==> src/hdl/pmc_defines.svh <==
// Offsets, field positions, reset values and timing figures of the power control block.
// Assumes a 200 MHz system clock and a byte-addressed 32-bit register bus.
`ifndef PMC_DEFINES_SVH
`define PMC_DEFINES_SVH

`define PMC_ADR_W           8
`define PMC_CTL_OFS         8'h14
`define PMC_WAKE_CAUSE_OFS  8'h18

`define PMC_BIT_SKIP_WAIT   15
`define PMC_BIT_XTAL_KEEP   14
`define PMC_BIT_EEE_EN      13
`define PMC_BIT_EEE_STS     12
`define PMC_BIT_MAC_DOMAIN_SOFT_RESET    11
`define PMC_BIT_CLR_STS     9
`define PMC_BIT_CLR_EN      8
`define PMC_BIT_READY       7
`define PMC_SUSP_HI         6
`define PMC_SUSP_LO         5
`define PMC_CAUSE_PHY       0
`define PMC_CAUSE_FRAME     1

`define PMC_RST_SKIP_WAIT   1'b0
`define PMC_RST_XTAL_KEEP   1'b0
`define PMC_RST_CLR_STS     1'b0
`define PMC_RST_CLR_EN      1'b1
`define PMC_RST_SUSP        2'h2

`define PMC_CLK_PERIOD_NS   5
`define PMC_PHY_HOLD_NS     4000000
`define PMC_REF_SETTLE_NS   100000000
`define PMC_REF_HOLD_NS     128000000
`define PMC_CLK_IDLE_CYC    16

`endif

==> src/hdl/pmc_pkg.sv <==
// Types shared by the power management control block.
// Assumes nothing beyond a SystemVerilog compiler.
package pmc_pkg;

  typedef logic [1:0] pmc_sleep_t;

  typedef enum logic [1:0]
  {
    pmc_sleep_0,
    pmc_sleep_1,
    pmc_sleep_2,
    pmc_sleep_3
  } pmc_sleep_level_t;

  typedef enum logic [1:0]
  {
    pmc_phy_idle,
    pmc_phy_hold,
    pmc_phy_settle
  } pmc_phy_state_t;

endpackage : pmc_pkg

==> src/hdl/pmc_clk_monitor.sv <==
// Clock activity monitor: reports whether a foreign clock is toggling.
// Assumes the watched clock is slower than half of clk_i; it is sampled as a plain input.
`timescale 1ns/10ps
`default_nettype none

`include "pmc_defines.svh"

module pmc_clk_monitor
#(
  parameter int unsigned IDLE_CYC = `PMC_CLK_IDLE_CYC
)
(
  input  wire logic clk_i,
  input  wire logic rst_i,
  input  wire logic mon_clk_i,
  output var  logic active_o
);
  import pmc_pkg::*;

  localparam int unsigned CW = $clog2(IDLE_CYC + 1);

  logic          sync1_ff;
  logic          sync2_ff;
  logic          last_ff;
  logic [CW-1:0] idle_cnt_ff;

  if (IDLE_CYC < 2)
  begin : g_bad_idle
    $error("pmc_clk_monitor: IDLE_CYC must be at least 2");
  end

  // Two-stage synchroniser; only the second stage feeds the edge detector.
  always_ff @(posedge clk_i)
  begin
    sync1_ff <= mon_clk_i;
    sync2_ff <= sync1_ff;
    last_ff  <= sync2_ff;
  end

  // Counts cycles since the last seen edge and saturates at the idle window.
  always_ff @(posedge clk_i)
  begin
    if (rst_i)
    begin
      idle_cnt_ff <= CW'(IDLE_CYC);
      active_o    <= 1'b0;
    end
    else if (sync2_ff != last_ff)
    begin
      idle_cnt_ff <= '0;
      active_o    <= 1'b1;
    end
    else if (idle_cnt_ff != CW'(IDLE_CYC))
    begin
      idle_cnt_ff <= idle_cnt_ff + CW'(1);
    end
    else
    begin
      active_o <= 1'b0;
    end
  end

endmodule : pmc_clk_monitor

`default_nettype wire

==> src/hdl/pmc_power_mgmt_control.sv <==
// Power management control register with PHY reset sequencing and wake bookkeeping.
// Assumes a classic Wishbone master on clk_i and event inputs synchronous to clk_i.
//
// The Wishbone register port was decided locally.
`timescale 1ns/10ps
`default_nettype none

`include "pmc_defines.svh"

module pmc_power_mgmt_control
#(
  parameter int unsigned HOLD_CYC       = `PMC_PHY_HOLD_NS / `PMC_CLK_PERIOD_NS,
  parameter int unsigned REF_SETTLE_CYC = `PMC_REF_SETTLE_NS / `PMC_CLK_PERIOD_NS,
  parameter int unsigned REF_HOLD_CYC   = `PMC_REF_HOLD_NS / `PMC_CLK_PERIOD_NS,
  parameter int unsigned IDLE_CYC       = `PMC_CLK_IDLE_CYC
)
(
  input  wire logic                   clk_i,
  input  wire logic                   rst_i,
  input  wire logic                   protected_reset_i,
  input  wire logic                   cyc_i,
  input  wire logic                   stb_i,
  input  wire logic                   we_i,
  input  wire logic [`PMC_ADR_W-1:0]  adr_i,
  input  wire logic [3:0]             sel_i,
  input  wire logic [31:0]            dat_i,
  output var  logic [31:0]            dat_o,
  output var  logic                   ack_o,
  input  wire logic                   phy_reset_start_i,
  input  wire logic                   config_loading_i,
  input  wire logic                   deep_suspend_i,
  input  wire logic                   unconfigured_i,
  input  wire logic                   eee_wake_event_i,
  input  wire logic                   phy_wake_event_i,
  input  wire logic                   frame_wake_event_i,
  input  wire logic                   resume_done_i,
  input  wire logic                   resume_by_host_i,
  input  wire logic                   mac_rx_clk_i,
  input  wire logic                   mac_tx_clk_i,
  output var  logic                   ethernet_phy_reset_o,
  output var  logic                   analog_ref_on_o,
  output var  logic                   crystal_enable_o,
  output var  logic                   mac_rx_reset_o,
  output var  logic                   mac_tx_reset_o,
  output var  logic                   wake_request_o,
  output var  logic                   wake_status_clear_o,
  output var  logic                   wake_enable_clear_o,
  output var  pmc_pkg::pmc_sleep_t    sleep_level_o
);
  import pmc_pkg::*;

  if (HOLD_CYC < 1 || REF_HOLD_CYC < HOLD_CYC + REF_SETTLE_CYC || REF_SETTLE_CYC < 1)
  begin : g_bad_timing
    $error("pmc_power_mgmt_control: PHY reset timing parameters are inconsistent");
  end

  localparam logic [31:0] HOLD_LAST   = 32'(HOLD_CYC - 1);
  localparam logic [31:0] SETTLE_LAST = 32'(REF_HOLD_CYC - HOLD_CYC - 1);

  function automatic logic reg_hit(input logic [`PMC_ADR_W-1:0] adr,
                                   input logic [`PMC_ADR_W-1:0] ofs);
    reg_hit = (adr[`PMC_ADR_W-1:2] == ofs[`PMC_ADR_W-1:2]);
  endfunction : reg_hit

  logic           ack_ff;
  logic           req;
  logic           wr_ctl_lo;
  logic           wr_ctl_hi;
  logic           wr_cause;
  logic           remote_resume;

  logic           skip_wait_ff;
  logic           xtal_keep_ff;
  logic           eee_en_ff;
  logic           eee_sts_ff;
  logic           mac_domain_soft_reset_ff;
  logic           clr_sts_ff;
  logic           clr_en_ff;
  logic           ready_ff;
  pmc_sleep_t     susp_ff;
  logic [1:0]     cause_ff;
  logic [31:0]    rdata;

  pmc_phy_state_t state_ff;
  pmc_phy_state_t nxt_state;
  logic [31:0]    cnt_ff;
  logic [31:0]    nxt_cnt;

  logic           rx_active;
  logic           tx_active;

  // Bus request decode: each request is taken once, on the edge that raises ack.
  assign req       = cyc_i & stb_i & ~ack_ff;
  assign wr_ctl_lo = req & we_i & sel_i[0] & reg_hit(adr_i, `PMC_CTL_OFS);
  assign wr_ctl_hi = req & we_i & sel_i[1] & reg_hit(adr_i, `PMC_CTL_OFS);
  assign wr_cause  = req & we_i & sel_i[0] & reg_hit(adr_i, `PMC_WAKE_CAUSE_OFS);

  // Only resumes caused by a device wake event trigger automatic clearing.
  assign remote_resume = resume_done_i & ~resume_by_host_i;

  // Read multiplexer; reserved and unmapped positions read zero.
  always_comb
  begin
    rdata = '0;
    if (reg_hit(adr_i, `PMC_CTL_OFS))
    begin
      rdata[`PMC_BIT_SKIP_WAIT]            = skip_wait_ff;
      rdata[`PMC_BIT_XTAL_KEEP]            = xtal_keep_ff;
      rdata[`PMC_BIT_EEE_EN]               = eee_en_ff;
      rdata[`PMC_BIT_EEE_STS]              = eee_sts_ff;
      rdata[`PMC_BIT_MAC_DOMAIN_SOFT_RESET]             = mac_domain_soft_reset_ff;
      rdata[`PMC_BIT_CLR_STS]              = clr_sts_ff;
      rdata[`PMC_BIT_CLR_EN]               = clr_en_ff;
      rdata[`PMC_BIT_READY]                = ready_ff;
      rdata[`PMC_SUSP_HI:`PMC_SUSP_LO]     = susp_ff;
    end
    else if (reg_hit(adr_i, `PMC_WAKE_CAUSE_OFS))
    begin
      rdata[`PMC_CAUSE_FRAME:`PMC_CAUSE_PHY] = cause_ff;
    end
  end

  // Wishbone slave: ack one cycle after the request, dropped the cycle after.
  always_ff @(posedge clk_i)
  begin
    if (rst_i)
    begin
      ack_ff <= 1'b0;
      dat_o  <= '0;
    end
    else
    begin
      ack_ff <= req;
      if (req & ~we_i)
      begin
        dat_o <= rdata;
      end
    end
  end

  assign ack_o = ack_ff;

  // Protected fields: only the full reset returns them to defaults.
  always_ff @(posedge clk_i)
  begin
    if (rst_i)
    begin
      skip_wait_ff <= `PMC_RST_SKIP_WAIT;
      xtal_keep_ff <= `PMC_RST_XTAL_KEEP;
    end
    else if (wr_ctl_hi)
    begin
      skip_wait_ff <= dat_i[`PMC_BIT_SKIP_WAIT];
      xtal_keep_ff <= dat_i[`PMC_BIT_XTAL_KEEP];
    end
  end

  // Plain control bits, returned to defaults by any reset.
  always_ff @(posedge clk_i)
  begin
    if (rst_i | protected_reset_i)
    begin
      mac_domain_soft_reset_ff <= 1'b0;
      clr_sts_ff  <= `PMC_RST_CLR_STS;
      clr_en_ff   <= `PMC_RST_CLR_EN;
    end
    else
    begin
      if (wr_ctl_hi)
      begin
        mac_domain_soft_reset_ff <= dat_i[`PMC_BIT_MAC_DOMAIN_SOFT_RESET];
        clr_sts_ff  <= dat_i[`PMC_BIT_CLR_STS];
        clr_en_ff   <= dat_i[`PMC_BIT_CLR_EN];
      end
    end
  end

  // Energy efficient wake enable; a remote resume clear overrides a write.
  always_ff @(posedge clk_i)
  begin
    if (rst_i | protected_reset_i)
    begin
      eee_en_ff <= 1'b0;
    end
    else if (remote_resume & clr_en_ff)
    begin
      eee_en_ff <= 1'b0;
    end
    else if (wr_ctl_hi)
    begin
      eee_en_ff <= dat_i[`PMC_BIT_EEE_EN];
    end
  end

  // Energy efficient wake status; a new event wins over any clear.
  always_ff @(posedge clk_i)
  begin
    if (rst_i | protected_reset_i)
    begin
      eee_sts_ff <= 1'b0;
    end
    else if (eee_wake_event_i)
    begin
      eee_sts_ff <= 1'b1;
    end
    else if (remote_resume & clr_sts_ff)
    begin
      eee_sts_ff <= 1'b0;
    end
    else if (wr_ctl_hi & dat_i[`PMC_BIT_EEE_STS])
    begin
      eee_sts_ff <= 1'b0;
    end
  end

  // Wake cause bits: set by events, cleared per bit by writing one.
  always_ff @(posedge clk_i)
  begin
    if (rst_i | protected_reset_i)
    begin
      cause_ff <= 2'h0;
    end
    else
    begin
      if (phy_wake_event_i)
      begin
        cause_ff[`PMC_CAUSE_PHY] <= 1'b1;
      end
      else if (wr_cause & dat_i[`PMC_CAUSE_PHY])
      begin
        cause_ff[`PMC_CAUSE_PHY] <= 1'b0;
      end
      if (frame_wake_event_i)
      begin
        cause_ff[`PMC_CAUSE_FRAME] <= 1'b1;
      end
      else if (remote_resume & clr_sts_ff)
      begin
        cause_ff[`PMC_CAUSE_FRAME] <= 1'b0;
      end
      else if (wr_cause & dat_i[`PMC_CAUSE_FRAME])
      begin
        cause_ff[`PMC_CAUSE_FRAME] <= 1'b0;
      end
    end
  end

  // Suspend selection; losing configuration forces level two.
  always_ff @(posedge clk_i)
  begin
    if (rst_i | protected_reset_i)
    begin
      susp_ff <= `PMC_RST_SUSP;
    end
    else if (unconfigured_i)
    begin
      susp_ff <= `PMC_RST_SUSP;
    end
    else if (wr_ctl_lo)
    begin
      susp_ff <= dat_i[`PMC_SUSP_HI:`PMC_SUSP_LO];
    end
  end

  // Sleep level driven out, with levels zero and one merged.
  always_ff @(posedge clk_i)
  begin
    if (rst_i)
    begin
      sleep_level_o <= `PMC_RST_SUSP;
    end
    else if (susp_ff == pmc_sleep_1)
    begin
      sleep_level_o <= pmc_sleep_0;
    end
    else
    begin
      sleep_level_o <= susp_ff;
    end
  end

  // Wake request and clear strobes toward the wake detectors.
  always_ff @(posedge clk_i)
  begin
    if (rst_i)
    begin
      wake_request_o      <= 1'b0;
      wake_status_clear_o <= 1'b0;
      wake_enable_clear_o <= 1'b0;
    end
    else
    begin
      wake_request_o      <= eee_en_ff & eee_sts_ff;
      wake_status_clear_o <= remote_resume & clr_sts_ff;
      wake_enable_clear_o <= remote_resume & clr_en_ff;
    end
  end

  // PHY reset sequencer: hold, then optional reference settle.
  always_comb
  begin
    nxt_state = state_ff;
    nxt_cnt   = cnt_ff + 32'h1;
    case (state_ff)
      pmc_phy_idle:
      begin
        nxt_cnt = '0;
        if (phy_reset_start_i)
        begin
          nxt_state = pmc_phy_hold;
        end
      end
      pmc_phy_hold:
      begin
        if (cnt_ff == HOLD_LAST)
        begin
          nxt_cnt   = '0;
          nxt_state = skip_wait_ff ? pmc_phy_idle : pmc_phy_settle;
        end
      end
      pmc_phy_settle:
      begin
        if (cnt_ff == SETTLE_LAST)
        begin
          nxt_cnt   = '0;
          nxt_state = pmc_phy_idle;
        end
      end
      default:
      begin
        nxt_cnt   = '0;
        nxt_state = pmc_phy_idle;
      end
    endcase
  end

  always_ff @(posedge clk_i)
  begin
    if (rst_i)
    begin
      state_ff <= pmc_phy_hold;
      cnt_ff   <= '0;
    end
    else
    begin
      state_ff <= nxt_state;
      cnt_ff   <= nxt_cnt;
    end
  end

  // PHY reset, analog reference and ready outputs.
  always_ff @(posedge clk_i)
  begin
    if (rst_i)
    begin
      ethernet_phy_reset_o <= 1'b1;
      analog_ref_on_o      <= 1'b0;
      ready_ff             <= 1'b0;
    end
    else
    begin
      ethernet_phy_reset_o <= (nxt_state == pmc_phy_hold);
      analog_ref_on_o      <= (nxt_state != pmc_phy_hold) | skip_wait_ff;
      ready_ff             <= (nxt_state == pmc_phy_idle) & ~config_loading_i;
    end
  end

  // Crystal gating.
  always_ff @(posedge clk_i)
  begin
    if (rst_i)
    begin
      crystal_enable_o <= 1'b1;
    end
    else
    begin
      crystal_enable_o <= xtal_keep_ff | ~deep_suspend_i;
    end
  end

  pmc_clk_monitor
  #(
    .IDLE_CYC (IDLE_CYC)
  )
  u_rx_mon
  (
    .clk_i     (clk_i),
    .rst_i     (rst_i),
    .mon_clk_i (mac_rx_clk_i),
    .active_o  (rx_active)
  );

  pmc_clk_monitor
  #(
    .IDLE_CYC (IDLE_CYC)
  )
  u_tx_mon
  (
    .clk_i     (clk_i),
    .rst_i     (rst_i),
    .mon_clk_i (mac_tx_clk_i),
    .active_o  (tx_active)
  );

  // MAC domain resets: held by the soft reset bit or a silent clock.
  always_ff @(posedge clk_i)
  begin
    if (rst_i)
    begin
      mac_rx_reset_o <= 1'b1;
      mac_tx_reset_o <= 1'b1;
    end
    else
    begin
      mac_rx_reset_o <= mac_domain_soft_reset_ff | ~rx_active;
      mac_tx_reset_o <= mac_domain_soft_reset_ff | ~tx_active;
    end
  end

endmodule : pmc_power_mgmt_control

`default_nettype wire

==> config.mk <==
export PLATFORM = sky130hd
export DESIGN_NAME = pmc_power_mgmt_control
export DESIGN_NICKNAME = d
export VERILOG_FILES = /design/src/hdl/pmc_pkg.sv /design/src/hdl/pmc_clk_monitor.sv /design/src/hdl/pmc_power_mgmt_control.sv
export VERILOG_INCLUDE_DIRS = /design/src /design/src/hdl
export SDC_FILE = /design/constraint.sdc
export NUM_CORES = 1
export LEC_CHECK = 0
export BUFFER_PORTS_ARGS = -buffer_cell sky130_fd_sc_hd__buf_4
export CAP_MARGIN = 20
export CORE_MARGIN = 1.5
export CORE_UTILIZATION = 50
export DETAILED_ROUTE_END_ITERATION = 8
export PLACE_DENSITY = 0.84
export SLEW_MARGIN = 5
export SYNTH_ARGS = -nofsm -noshare
export SYNTH_HDL_FRONTEND = slang
export SYNTH_HIERARCHICAL = 1
export SYNTH_SLANG_ARGS = --single-unit
==> constraint.sdc <==
create_clock -name clk_i -period 5.4 [get_ports clk_i]
set_input_delay 0.81 -clock clk_i [delete_from_list [all_inputs] [get_ports clk_i]]
set_output_delay 0.81 -clock clk_i [all_outputs]
set_load 0.02 [all_outputs]
# Word-level counts from Yosys, hierarchy flattened
# Cells that the tools add are included.
classes:
  add_sub_neg: 3
  eq_ne: 15
  muxes: 29
  n_bitwise: 29
  reduce_logical: 12
ops:
  columns: ["op", "count"]
  rows:
  - ["$mux 32", 2]
  - ["$pmux 32 s2", 1]
  - ["$add 32x1->32 const B", 1]
  - ["$eq 32x20->1 const B", 1]
  - ["$eq 32x25->1 const B", 1]
  - ["$mux 5", 6]
  - ["$and 1x1->1", 17]
  - ["$mux 2", 7]
  - ["$eq 6x3->1 const B", 2]
  - ["$mux 1", 12]
  - ["$add 5x1->5 const B", 2]
  - ["$ne 5x5->1 const B", 2]
  - ["$reduce_or 2->1", 5]
  - ["$not 1->1", 7]
  - ["$eq 2x1->1 const B", 3]
  - ["$ne 2x1->1 const B", 3]
  - ["$pmux 2 s3", 1]
  - ["$reduce_bool 2->1", 3]
  - ["$reduce_bool 3->1", 2]
  - ["$or 1x1->1", 5]
  - ["$logic_not 2->1", 2]
  - ["$eq 2x2->1 const B", 1]
  - ["$ne 1x1->1", 2]
totals:
  ff_bits: 87
  out_inout_bits: 43

# Longest topological paths before layout
# Gate-level depths: netlist of the first run.
logic_depth:
  ltp_word: 9
  mapped_depth: 7
  depth_no_buf: 7

# Cells and area by module
# The synthesis of the first run kept the hierarchy.
modules_own_cells:
  columns: ["module", "instances", "cells_per_inst", "area_each_um2"]
  rows:
  - ["pmc_power_mgmt_control", 1, 356, 3235.6]
  - ["pmc_clk_monitor", 2, 30, 335.3]

# Least setup slack after synthesis of the first run
# No wires, ideal clock.
synth_timing:
  path_type: "input port to flip-flop"
  start: "input adr_i[5]"
  end: "register clr_en_ff"
  setup_time_ns: 0.126
  arrival_time_ns: 2.344
  required_time_ns: 5.274
  path_slack_ns: 2.929
  cell_stages: 6
  n_path_buf: 1
  cell_sequence: "or4b_2 > nor3b_1 > and3_1 > buf_2 > mux2i_1 > nand2_1"
synth_between:
  elab_chain_cells: 2
synth_rtl:
  columns: ["element", "line_no", "text"]
  rows:
  - ["start: declaration", "pmc_power_mgmt_control.sv:24", "input wire logic [`PMC_ADR_W-1:0] adr_i,"]
  - ["$eq 6x3->1", "pmc_power_mgmt_control.sv:62", "reg_hit = (adr[`PMC_ADR_W-1:2] == ofs[`PMC_ADR_W-1:2]);"]
  - ["$and 1x1->1", "pmc_power_mgmt_control.sv:95", "assign wr_ctl_hi = req & we_i & sel_i[1] & reg_hit(adr_i, `PMC_CTL_OFS);"]
  - ["end signal: assignment", "pmc_power_mgmt_control.sv:165", "clr_en_ff <= `PMC_RST_CLR_EN;"]
  - ["end signal: assignment", "pmc_power_mgmt_control.sv:173", "clr_en_ff <= dat_i[`PMC_BIT_CLR_EN];"]
  - ["end: declaration", "pmc_power_mgmt_control.sv:78", "logic clr_en_ff;"]
# No other way between the ends.
# A chain may end at the register's enable or synchronous reset.

# Worst setup path after layout of the first run
layout_timing:
  start: "register cnt_ff[18]"
  end: "register cnt_ff[18]"
layout_between:
  elab_chain_cells: 3
layout_rtl:
  columns: ["element", "line_no", "text"]
  rows:
  - ["start: declaration", "pmc_power_mgmt_control.sv:86", "logic [31:0] cnt_ff;"]
  - ["start signal: assignment", "pmc_power_mgmt_control.sv:347", "cnt_ff <= nxt_cnt;"]
  - ["$add 32x1->32, or another cell as far along", "pmc_power_mgmt_control.sv:303", "nxt_cnt = cnt_ff + 32'h1;"]
  - ["$mux 32, on equally long branches", "pmc_power_mgmt_control.sv:323, pmc_power_mgmt_control.sv:315", null]
  - ["$pmux 32 s2 (*)", "pmc_power_mgmt_control.sv:304", "case (state_ff)"]
# Mark *: on every way between the ends. The rest lies on a longest branch, timed or not.

==> flow_summary.json, run 1 <==
{
  "clk_pin_slew_worst_paths_ns": 0.09,
  "yosys_register_bits": 87,
  "place_congestion": 0.7834,
  "data_arrival_time_of_the_worst_path_ns": 2.92,
  "worst_r2r_path_depth": 5,
  "grt_pass1_vias": 2787,
  "report.final.slew_viol_count": 0,
  "clock.fmax_mhz": 370.0,
  "final.min_clock_period_ns": 2.703,
  "layout-drive-gt1-share_pct": 20.34,
  "routed_wire_length_per_instance_um": 13.15,
  "required_ns": 5.62,
  "timing.final.setup_violations": 0,
  "seq_power_share_pct": 54.0,
  "post_synth_num_cell_types": 56,
  "tritoncts.num_buffers": 9,
  "placed_cells_incl_taps": 563,
  "synthFlopType": "sky130_fd_sc_hd__dfxtp_1",
  "timing.slew.headroom_pct": 35.82,
  "route.top_layer_used": "met4",
  "cts_tree": "done",
  "detailroute.wirelength.met3_um": 343,
  "antenna_found_initial": 0,
  "final_cell_count_no_fill": 579,
  "grt_setup_unrepaired": "no",
  "power.switching_uw": 306.8,
  "synth_area_um2": 3906,
  "fin_area_um2": 4528,
  "synthCells": 416,
  "cts-root-to-sink-buffers": 2,
  "worstSetupEndpointType": "flip-flop",
  "wire_length_on_met2_mm": 3.812,
  "initial_utilization_pct": 51.08,
  "dieWidth_um": 91.39,
  "setup.worst_path.start_class": "flip-flop",
  "routedLengthMet1_mm": 3.371,
  "cap_violations": 0,
  "ios": 104,
  "height_of_the_chip_um": 91.39,
  "yosys-top-cells-area": "sky130_fd_sc_hd__dfxtp_1 45%, sky130_fd_sc_hd__nor2_1 5.4%, sky130_fd_sc_hd__xnor2_1 5.2%",
  "synth-edff-count": 0,
  "synth_seq_area_share_pct": 44.59,
  "clock_power_share_pct": 39.0,
  "grt_remaining_overflow": 0,
  "relative_contribution_of_combinational_cells_to_total_power_pct": 6.9,
  "finalHoldViolations": 0,
  "h_tree_levels": 3,
  "post-synth-top-area-fraction_pct": 44.59,
  "timing_worst_setup_path_type": "reg -> reg",
  "totalNegativeSetupSlack_ns": 0,
  "post-synth-top-area-cell": "sky130_fd_sc_hd__dfxtp_1",
  "placementRows": 32,
  "grt_pass1_wl_mm": 12.77,
  "synthesis.area_per_instance_um2": 9.390,
  "root_buffer": "sky130_fd_sc_hd__clkbuf_8",
  "largest_net_degree_at_the_start_of_global_routing": 35,
  "crit_fanout": 32,
  "area_delta_synth_final_pct": 15.92,
  "die-area_um2": 8352,
  "worstHoldPathCells": 0,
  "cts_setup_buffers": 0,
  "synthesis.yosys.warnings": 6,
  "port_buffers": 58,
  "worst_clock_skew_ns": 0.006143,
  "finalPower_uw": 1223,
  "design.core.area_um2": 7647,
  "power_leakage_uw": 0.001776,
  "hpwl_reported_at_the_end_of_detailed_placement_mm": 5.476,
  "outcome": "complete, no violations",
  "avgViaCountPerCell": 5.180,
  "synthArstFlopShare_pct": 0,
  "int_power_uw": 916.1,
  "grt_util_all_layers_pct": 19.38,
  "drc": 0,
  "num_antenna_cells": 0,
  "cts.sinks": 87,
  "power.ir.vdd_worst_mv": 0.1819,
  "ctsResizeCount": 0,
  "cellPowerDensity_nw_per_um2": 270.1,
  "netSwitchingFraction_pct": 25.09,
  "detail-route-antenna-nets": 0,
  "num_vias": 2999,
  "fin_nets": 542,
  "min_path_type": "reg -> reg",
  "dr.first_iter.drc_count": 131,
  "firstDrtPassIters": 4,
  "cts_hold_repair.buffers": 0,
  "dpl-instance-area_um2": 4318,
  "worstSkewPairLatency_ns": 0.37,
  "max_slew.worst_pin.slew_ns": 0.9582,
  "totalWireLength_mm": 7.615,
  "period_share_pct": 50.05
}
critical path, cell delays in order (launching register included):
cell	delay, ns
sky130_fd_sc_hd__dfxtp_1	0.43
sky130_fd_sc_hd__or4bb_1	0.55
sky130_fd_sc_hd__or3_4	0.40
sky130_fd_sc_hd__o31a_1	0.28
sky130_fd_sc_hd__o211ai_4	0.76
sky130_fd_sc_hd__nor2_1	0.12
per-stage QoR:
step	hold WS (ns)	setup WS, ns	util (%)
6_report	0.3337	2.697	59.21
5_1_grt	0.3470	2.524	59.21
4_1_cts	0.3344	2.688	59.21
3_5_place_dp	0.3121	2.597	56.46
3_3_place_gp	0.3122	2.609	56.46
2_1_floorplan	0.3096	2.929	-
logic make-up after synthesis:
family	Yosys count	synth area share, %
other cells	1	0.09600
simple gates	187	26.71
mux	10	2.563
buf+inv	44	6.854
xor+xnor	40	8.968
compound gates	38	7.335
fa+ha+maj	9	2.883
flops	87	44.59
power groups by stage:
stage / Sequential (uW) / Combinational [uW] / Clock (uW)
global route: 663 / 92.4 / 520
floorplan: 677 / 65.3 / 0
detailed placement: 676 / 84.6 / 0
finish: 661 / 84.7 / 477
global placement: 675 / 82.8 / 0
CTS: 661 / 85.0 / 490
layer usage:
| layer | up-vias | GRT usage [%] |
|---|---|---|
| li1 | 1509 | - |
| met1 | 1417 | 22.62 |
| met2 | 65 | 33.33 |
| met3 | 8 | 7.035 |
| met4 | 0 | 5.208 |
| met5 | - | 0 |
flip-flops by register name (all words and copies together) (netlist names), 2 cells and up:
name                  cells
sleep_level_o             2
cnt_ff                   32
state_ff                  2
u_rx_mon/idle_cnt_ff      5
dat_o                    12
u_tx_mon/idle_cnt_ff      5
cause_ff                  2
susp_ff                   2
placed cells by master (no fill, tap or decap), types with 5 or more instances in the layout:
cell and n:
sky130_fd_sc_hd__and2_1 8, sky130_fd_sc_hd__buf_4 58, sky130_fd_sc_hd__nor4_1 7, sky130_fd_sc_hd__nor4b_1 5, sky130_fd_sc_hd__nand3_1 17, sky130_fd_sc_hd__nor2_2 10
sky130_fd_sc_hd__conb_1 20, sky130_fd_sc_hd__a21oi_1 6, sky130_fd_sc_hd__dfxtp_1 87, sky130_fd_sc_hd__nor3_1 9, sky130_fd_sc_hd__inv_1 12, sky130_fd_sc_hd__nand2b_1 7
sky130_fd_sc_hd__xor2_1 17, sky130_fd_sc_hd__nor2_1 56, sky130_fd_sc_hd__nand2_1 23, sky130_fd_sc_hd__a22oi_1 10, sky130_fd_sc_hd__clkbuf_8 9, sky130_fd_sc_hd__and4_1 5
sky130_fd_sc_hd__ha_1 9, sky130_fd_sc_hd__mux2i_1 10, sky130_fd_sc_hd__nand4_1 7, sky130_fd_sc_hd__xnor2_1 23, sky130_fd_sc_hd__and3_1 8
cell type report:
| class | instances | area (um2) |
|---|---|---|
| repair buffers | 58 | 435.4 |
| well taps | 102 | 127.6 |
| clock inverters | 7 | 86.33 |
| inverters | 12 | 45.04 |
| flip-flops and latches | 87 | 1742 |
| clock buffers | 9 | 123.9 |
| fillers | 670 | 3119 |
| multi-input cells | 304 | 1968 |
cells in the mapped netlist (5+ instances only):
library cell / instances
sky130_fd_sc_hd__nor2_2: 10
sky130_fd_sc_hd__mux2i_1: 10
sky130_fd_sc_hd__nand2_1: 23
sky130_fd_sc_hd__buf_4: 20
sky130_fd_sc_hd__and3_1: 8
sky130_fd_sc_hd__clkbuf_1: 8
sky130_fd_sc_hd__nor2_1: 56
sky130_fd_sc_hd__ha_1: 9
sky130_fd_sc_hd__xor2_1: 17
sky130_fd_sc_hd__and2_1: 8
sky130_fd_sc_hd__xnor2_1: 23
sky130_fd_sc_hd__nor4_1: 7
sky130_fd_sc_hd__inv_1: 12
sky130_fd_sc_hd__nand3_1: 17
sky130_fd_sc_hd__dfxtp_1: 87
sky130_fd_sc_hd__nand4_1: 7
sky130_fd_sc_hd__nor3_1: 9
sky130_fd_sc_hd__nor4b_1: 5
sky130_fd_sc_hd__and4_1: 5
sky130_fd_sc_hd__a21oi_1: 6
sky130_fd_sc_hd__a22oi_1: 10
sky130_fd_sc_hd__nand2b_1: 7
worst paths after layout:
check / from / end / slack [ns]
min: u_tx_mon/sync1_ff / u_tx_mon/sync2_ff / 0.33
max: cnt_ff[18] / cnt_ff[18] / 2.70
min reg2reg: u_tx_mon/sync1_ff / u_tx_mon/sync2_ff / 0.33
max reg2reg: cnt_ff[18] / cnt_ff[18] / 2.70
Power figures use the tool's default switching activity.
==> run 2: changes to the inputs <==
==> constraint.sdc (replaced) <==
create_clock -name clk_i -period 2.63 [get_ports clk_i]
set_input_delay 0.3945 -clock clk_i [delete_from_list [all_inputs] [get_ports clk_i]]
set_output_delay 0.3945 -clock clk_i [all_outputs]
set_load 0.02 [all_outputs]
==> run 2 against run 1 <==
Critical path type unchanged. Clock power is 120% higher. First-iteration DRC count is 2.3% lower. Hold slack worse by 0.20 ns. Critical endpoint is now cnt_ff[12].
==> flow_summary.json, run 2 (synthesized netlist as in run 1, its figures left out) <==
{
  "fin_nets": 543,
  "grt_util_all_layers_pct": 18.87,
  "reg2reg_slack_ns": 0.35,
  "drc": 0,
  "outcome": "complete, no violations",
  "seq_area_um2": 1742,
  "relative_contribution_of_combinational_cells_to_total_power_pct": 7.0,
  "power_leakage_uw": 0.001787,
  "finish.utilization_pct": 59.67,
  "netSwitchingFraction_pct": 23.45,
  "largest_net_degree_at_the_start_of_global_routing": 35,
  "period_share_pct": 86.56,
  "grt_setup_unrepaired": "no",
  "grt_pass1_wl_mm": 12.65,
  "cts_tree": "done",
  "regToRegStartpoint": "cnt_ff[11]",
  "int_power_uw": 1967,
  "cellPowerDensity_nw_per_um2": 563.1,
  "dr.first_iter.drc_count": 128,
  "clock_power_share_pct": 40.2,
  "grt_pass1_vias": 2893,
  "hold_start": "mac_tx_clk_i",
  "crit_path_cell_trace": "or4b_1 > or3_4 > o31a_1 > o211ai_4 > buf_12 > nor2_1",
  "min_path_type": "in -> reg",
  "slowest_delay_ns": 0.57,
  "num_vias": 3012,
  "timing.slew.headroom_pct": 60.26,
  "firstDrtPassIters": 6,
  "routed_wire_length_per_instance_um": 13.04,
  "grt_remaining_overflow": 0,
  "root_buffer": "sky130_fd_sc_hd__clkbuf_8",
  "data_arrival_time_of_the_worst_path_ns": 2.52,
  "placed_cells_incl_taps": 564,
  "totalNegativeSetupSlack_ns": 0,
  "setup.worst_path.start_class": "flip-flop",
  "dieWidth_um": 91.39,
  "ios": 104,
  "required_ns": 2.88,
  "biggest_registers_after_layout": "cnt_ff: 32 flops, dat_o: 12 flops",
  "worstSetupEndpointType": "flip-flop",
  "power.ir.vdd_worst_mv": 0.3297,
  "seq_power_share_pct": 52.8,
  "largest_register": "cnt_ff",
  "largest_register_ffs": 32,
  "worstHoldPathCells": 1,
  "finalHoldViolations": 0,
  "die-area_um2": 8352,
  "height_of_the_chip_um": 91.39,
  "worstSkewPairLatency_ns": 0.36,
  "layout.cells.most_common": "sky130_fd_sc_hd__dfxtp_1",
  "footprint_of_the_multi_input_gates_um2": 1968,
  "path_delay_family": "simple AND/OR/NAND/NOR gates",
  "final.min_clock_period_ns": 2.276,
  "cts.sinks": 87,
  "num_antenna_cells": 0,
  "filler_cell_count_in_the_final_layout": 676,
  "clock.fmax_mhz": 439.3,
  "regToRegEndpoint": "cnt_ff[12]",
  "hpwl_reported_at_the_end_of_detailed_placement_mm": 5.517,
  "timing_worst_setup_path_type": "reg -> reg",
  "report.final.slew_viol_count": 0,
  "cts-root-to-sink-buffers": 2,
  "area_delta_synth_final_pct": 16.82,
  "placementRows": 32,
  "timing.final.setup_violations": 0,
  "initial_utilization_pct": 51.08,
  "worst_clock_skew_ns": 0.009167,
  "ctsResizeCount": 0,
  "max_slew.worst_pin.slew_ns": 0.5944,
  "design.core.area_um2": 7647,
  "antenna_found_initial": 0,
  "layout-drive-gt1-share_pct": 20.50,
  "cts_setup_buffers": 0,
  "totalWireLength_mm": 7.565,
  "crit_path_top_delay_cell": "sky130_fd_sc_hd__or4b_1",
  "crit_fanout": 32,
  "final_cell_count_no_fill": 580,
  "power.switching_uw": 602.6,
  "critPathBufInv": 1,
  "cap_violations": 0,
  "avgViaCountPerCell": 5.193,
  "layout.cells.most_common_list": "87 x sky130_fd_sc_hd__dfxtp_1, 58 x sky130_fd_sc_hd__buf_4, 56 x sky130_fd_sc_hd__nor2_1",
  "place_congestion": 0.7897,
  "h_tree_levels": 3,
  "detail-route-antenna-nets": 0,
  "tritoncts.num_buffers": 9,
  "clk_pin_slew_worst_paths_ns": 0.09,
  "worst_hold_path.endpoint": "u_tx_mon/sync1_ff",
  "port_buffers": 58,
  "cts_hold_repair.buffers": 0,
  "worst_r2r_path_depth": 6
}
-- run 2: changes by cell type in the layout (fill, tap and decap cells not counted), sizes merged --
cell / delta
inv: -2
buf: +1
bufinv: +1
clkinvlp: +1
-- run 2: per-stage QoR --
| stage | total power [uW] | instance area [um2] | setup slack [ns] | hold WS [ns] |
|---|---|---|---|---|
| 5_1_grt | 2666 | 4563 | 0.2085 | 0.1108 |
| 3_3_place_gp | 1559 | 4338 | 0.2726 | 0.3125 |
| 6_report | 2569 | 4563 | 0.3536 | 0.1310 |
| 2_1_floorplan | 1524 | 3978 | 0.5245 | 0.3096 |
| 4_1_cts | 2596 | 4563 | 0.3446 | 0.1171 |
| 3_5_place_dp | 1567 | 4338 | 0.2014 | 0.3154 |
-- run 2: cell type report --
cell class / count / area share [%]
Inverter: 12 / 0.9871
Clock buffer: 9 / 2.715
Tap cell: 102 / 2.797
Multi-Input combinational cell: 304 / 43.13
Timing Repair Buffer: 59 / 9.981
Clock inverter: 7 / 2.221
Sequential cell: 87 / 38.17
-- run 2: worst register-to-register path, stage by stage (launching register included) --
cell and delay [ns]:
sky130_fd_sc_hd__dfxtp_1 0.40, sky130_fd_sc_hd__or4b_1 0.57, sky130_fd_sc_hd__or3_4 0.42, sky130_fd_sc_hd__o31a_1 0.28
sky130_fd_sc_hd__o211ai_4 0.19, sky130_fd_sc_hd__buf_12 0.22, sky130_fd_sc_hd__nor2_1 0.08
-- run 2: power by group through the flow --
stage / sequential (uW) / combinational (uW) / clock (uW)
after global placement: 1390 / 173 / 0
after detailed placement: 1390 / 179 / 0
final: 1360 / 179 / 1030
after global routing: 1360 / 196 / 1110
after CTS: 1360 / 180 / 1060
after floorplan: 1390 / 134 / 0
-- run 2: how the worst max path moves through the flow --
stage,endpoint,slack [ns],from,depth (start not counted)
final,cnt_ff[12],0.35,cnt_ff[11],6
after global routing,ready_ff,0.21,cnt_ff[28],5
after CTS,analog_ref_on_o,0.34,cnt_ff[28],5
after detailed placement,clr_en_ff,0.20,adr_i[5],6
after global placement,clr_en_ff,0.27,adr_i[5],6
after floorplan,cnt_ff[6],0.52,cnt_ff[11],6
-- run 2: layer usage --
| metal | GRT usage, % | vias up | part of all wire [%] |
|---|---|---|---|
| li1 | - | 1514 | - |
| met1 | 20.75 | 1409 | 42 |
| met2 | 34.33 | 78 | 52 |
| met3 | 4.355 | 11 | 4.7 |
| met4 | 8.203 | 0 | 1.6 |
| met5 | 0 | - | 0 |
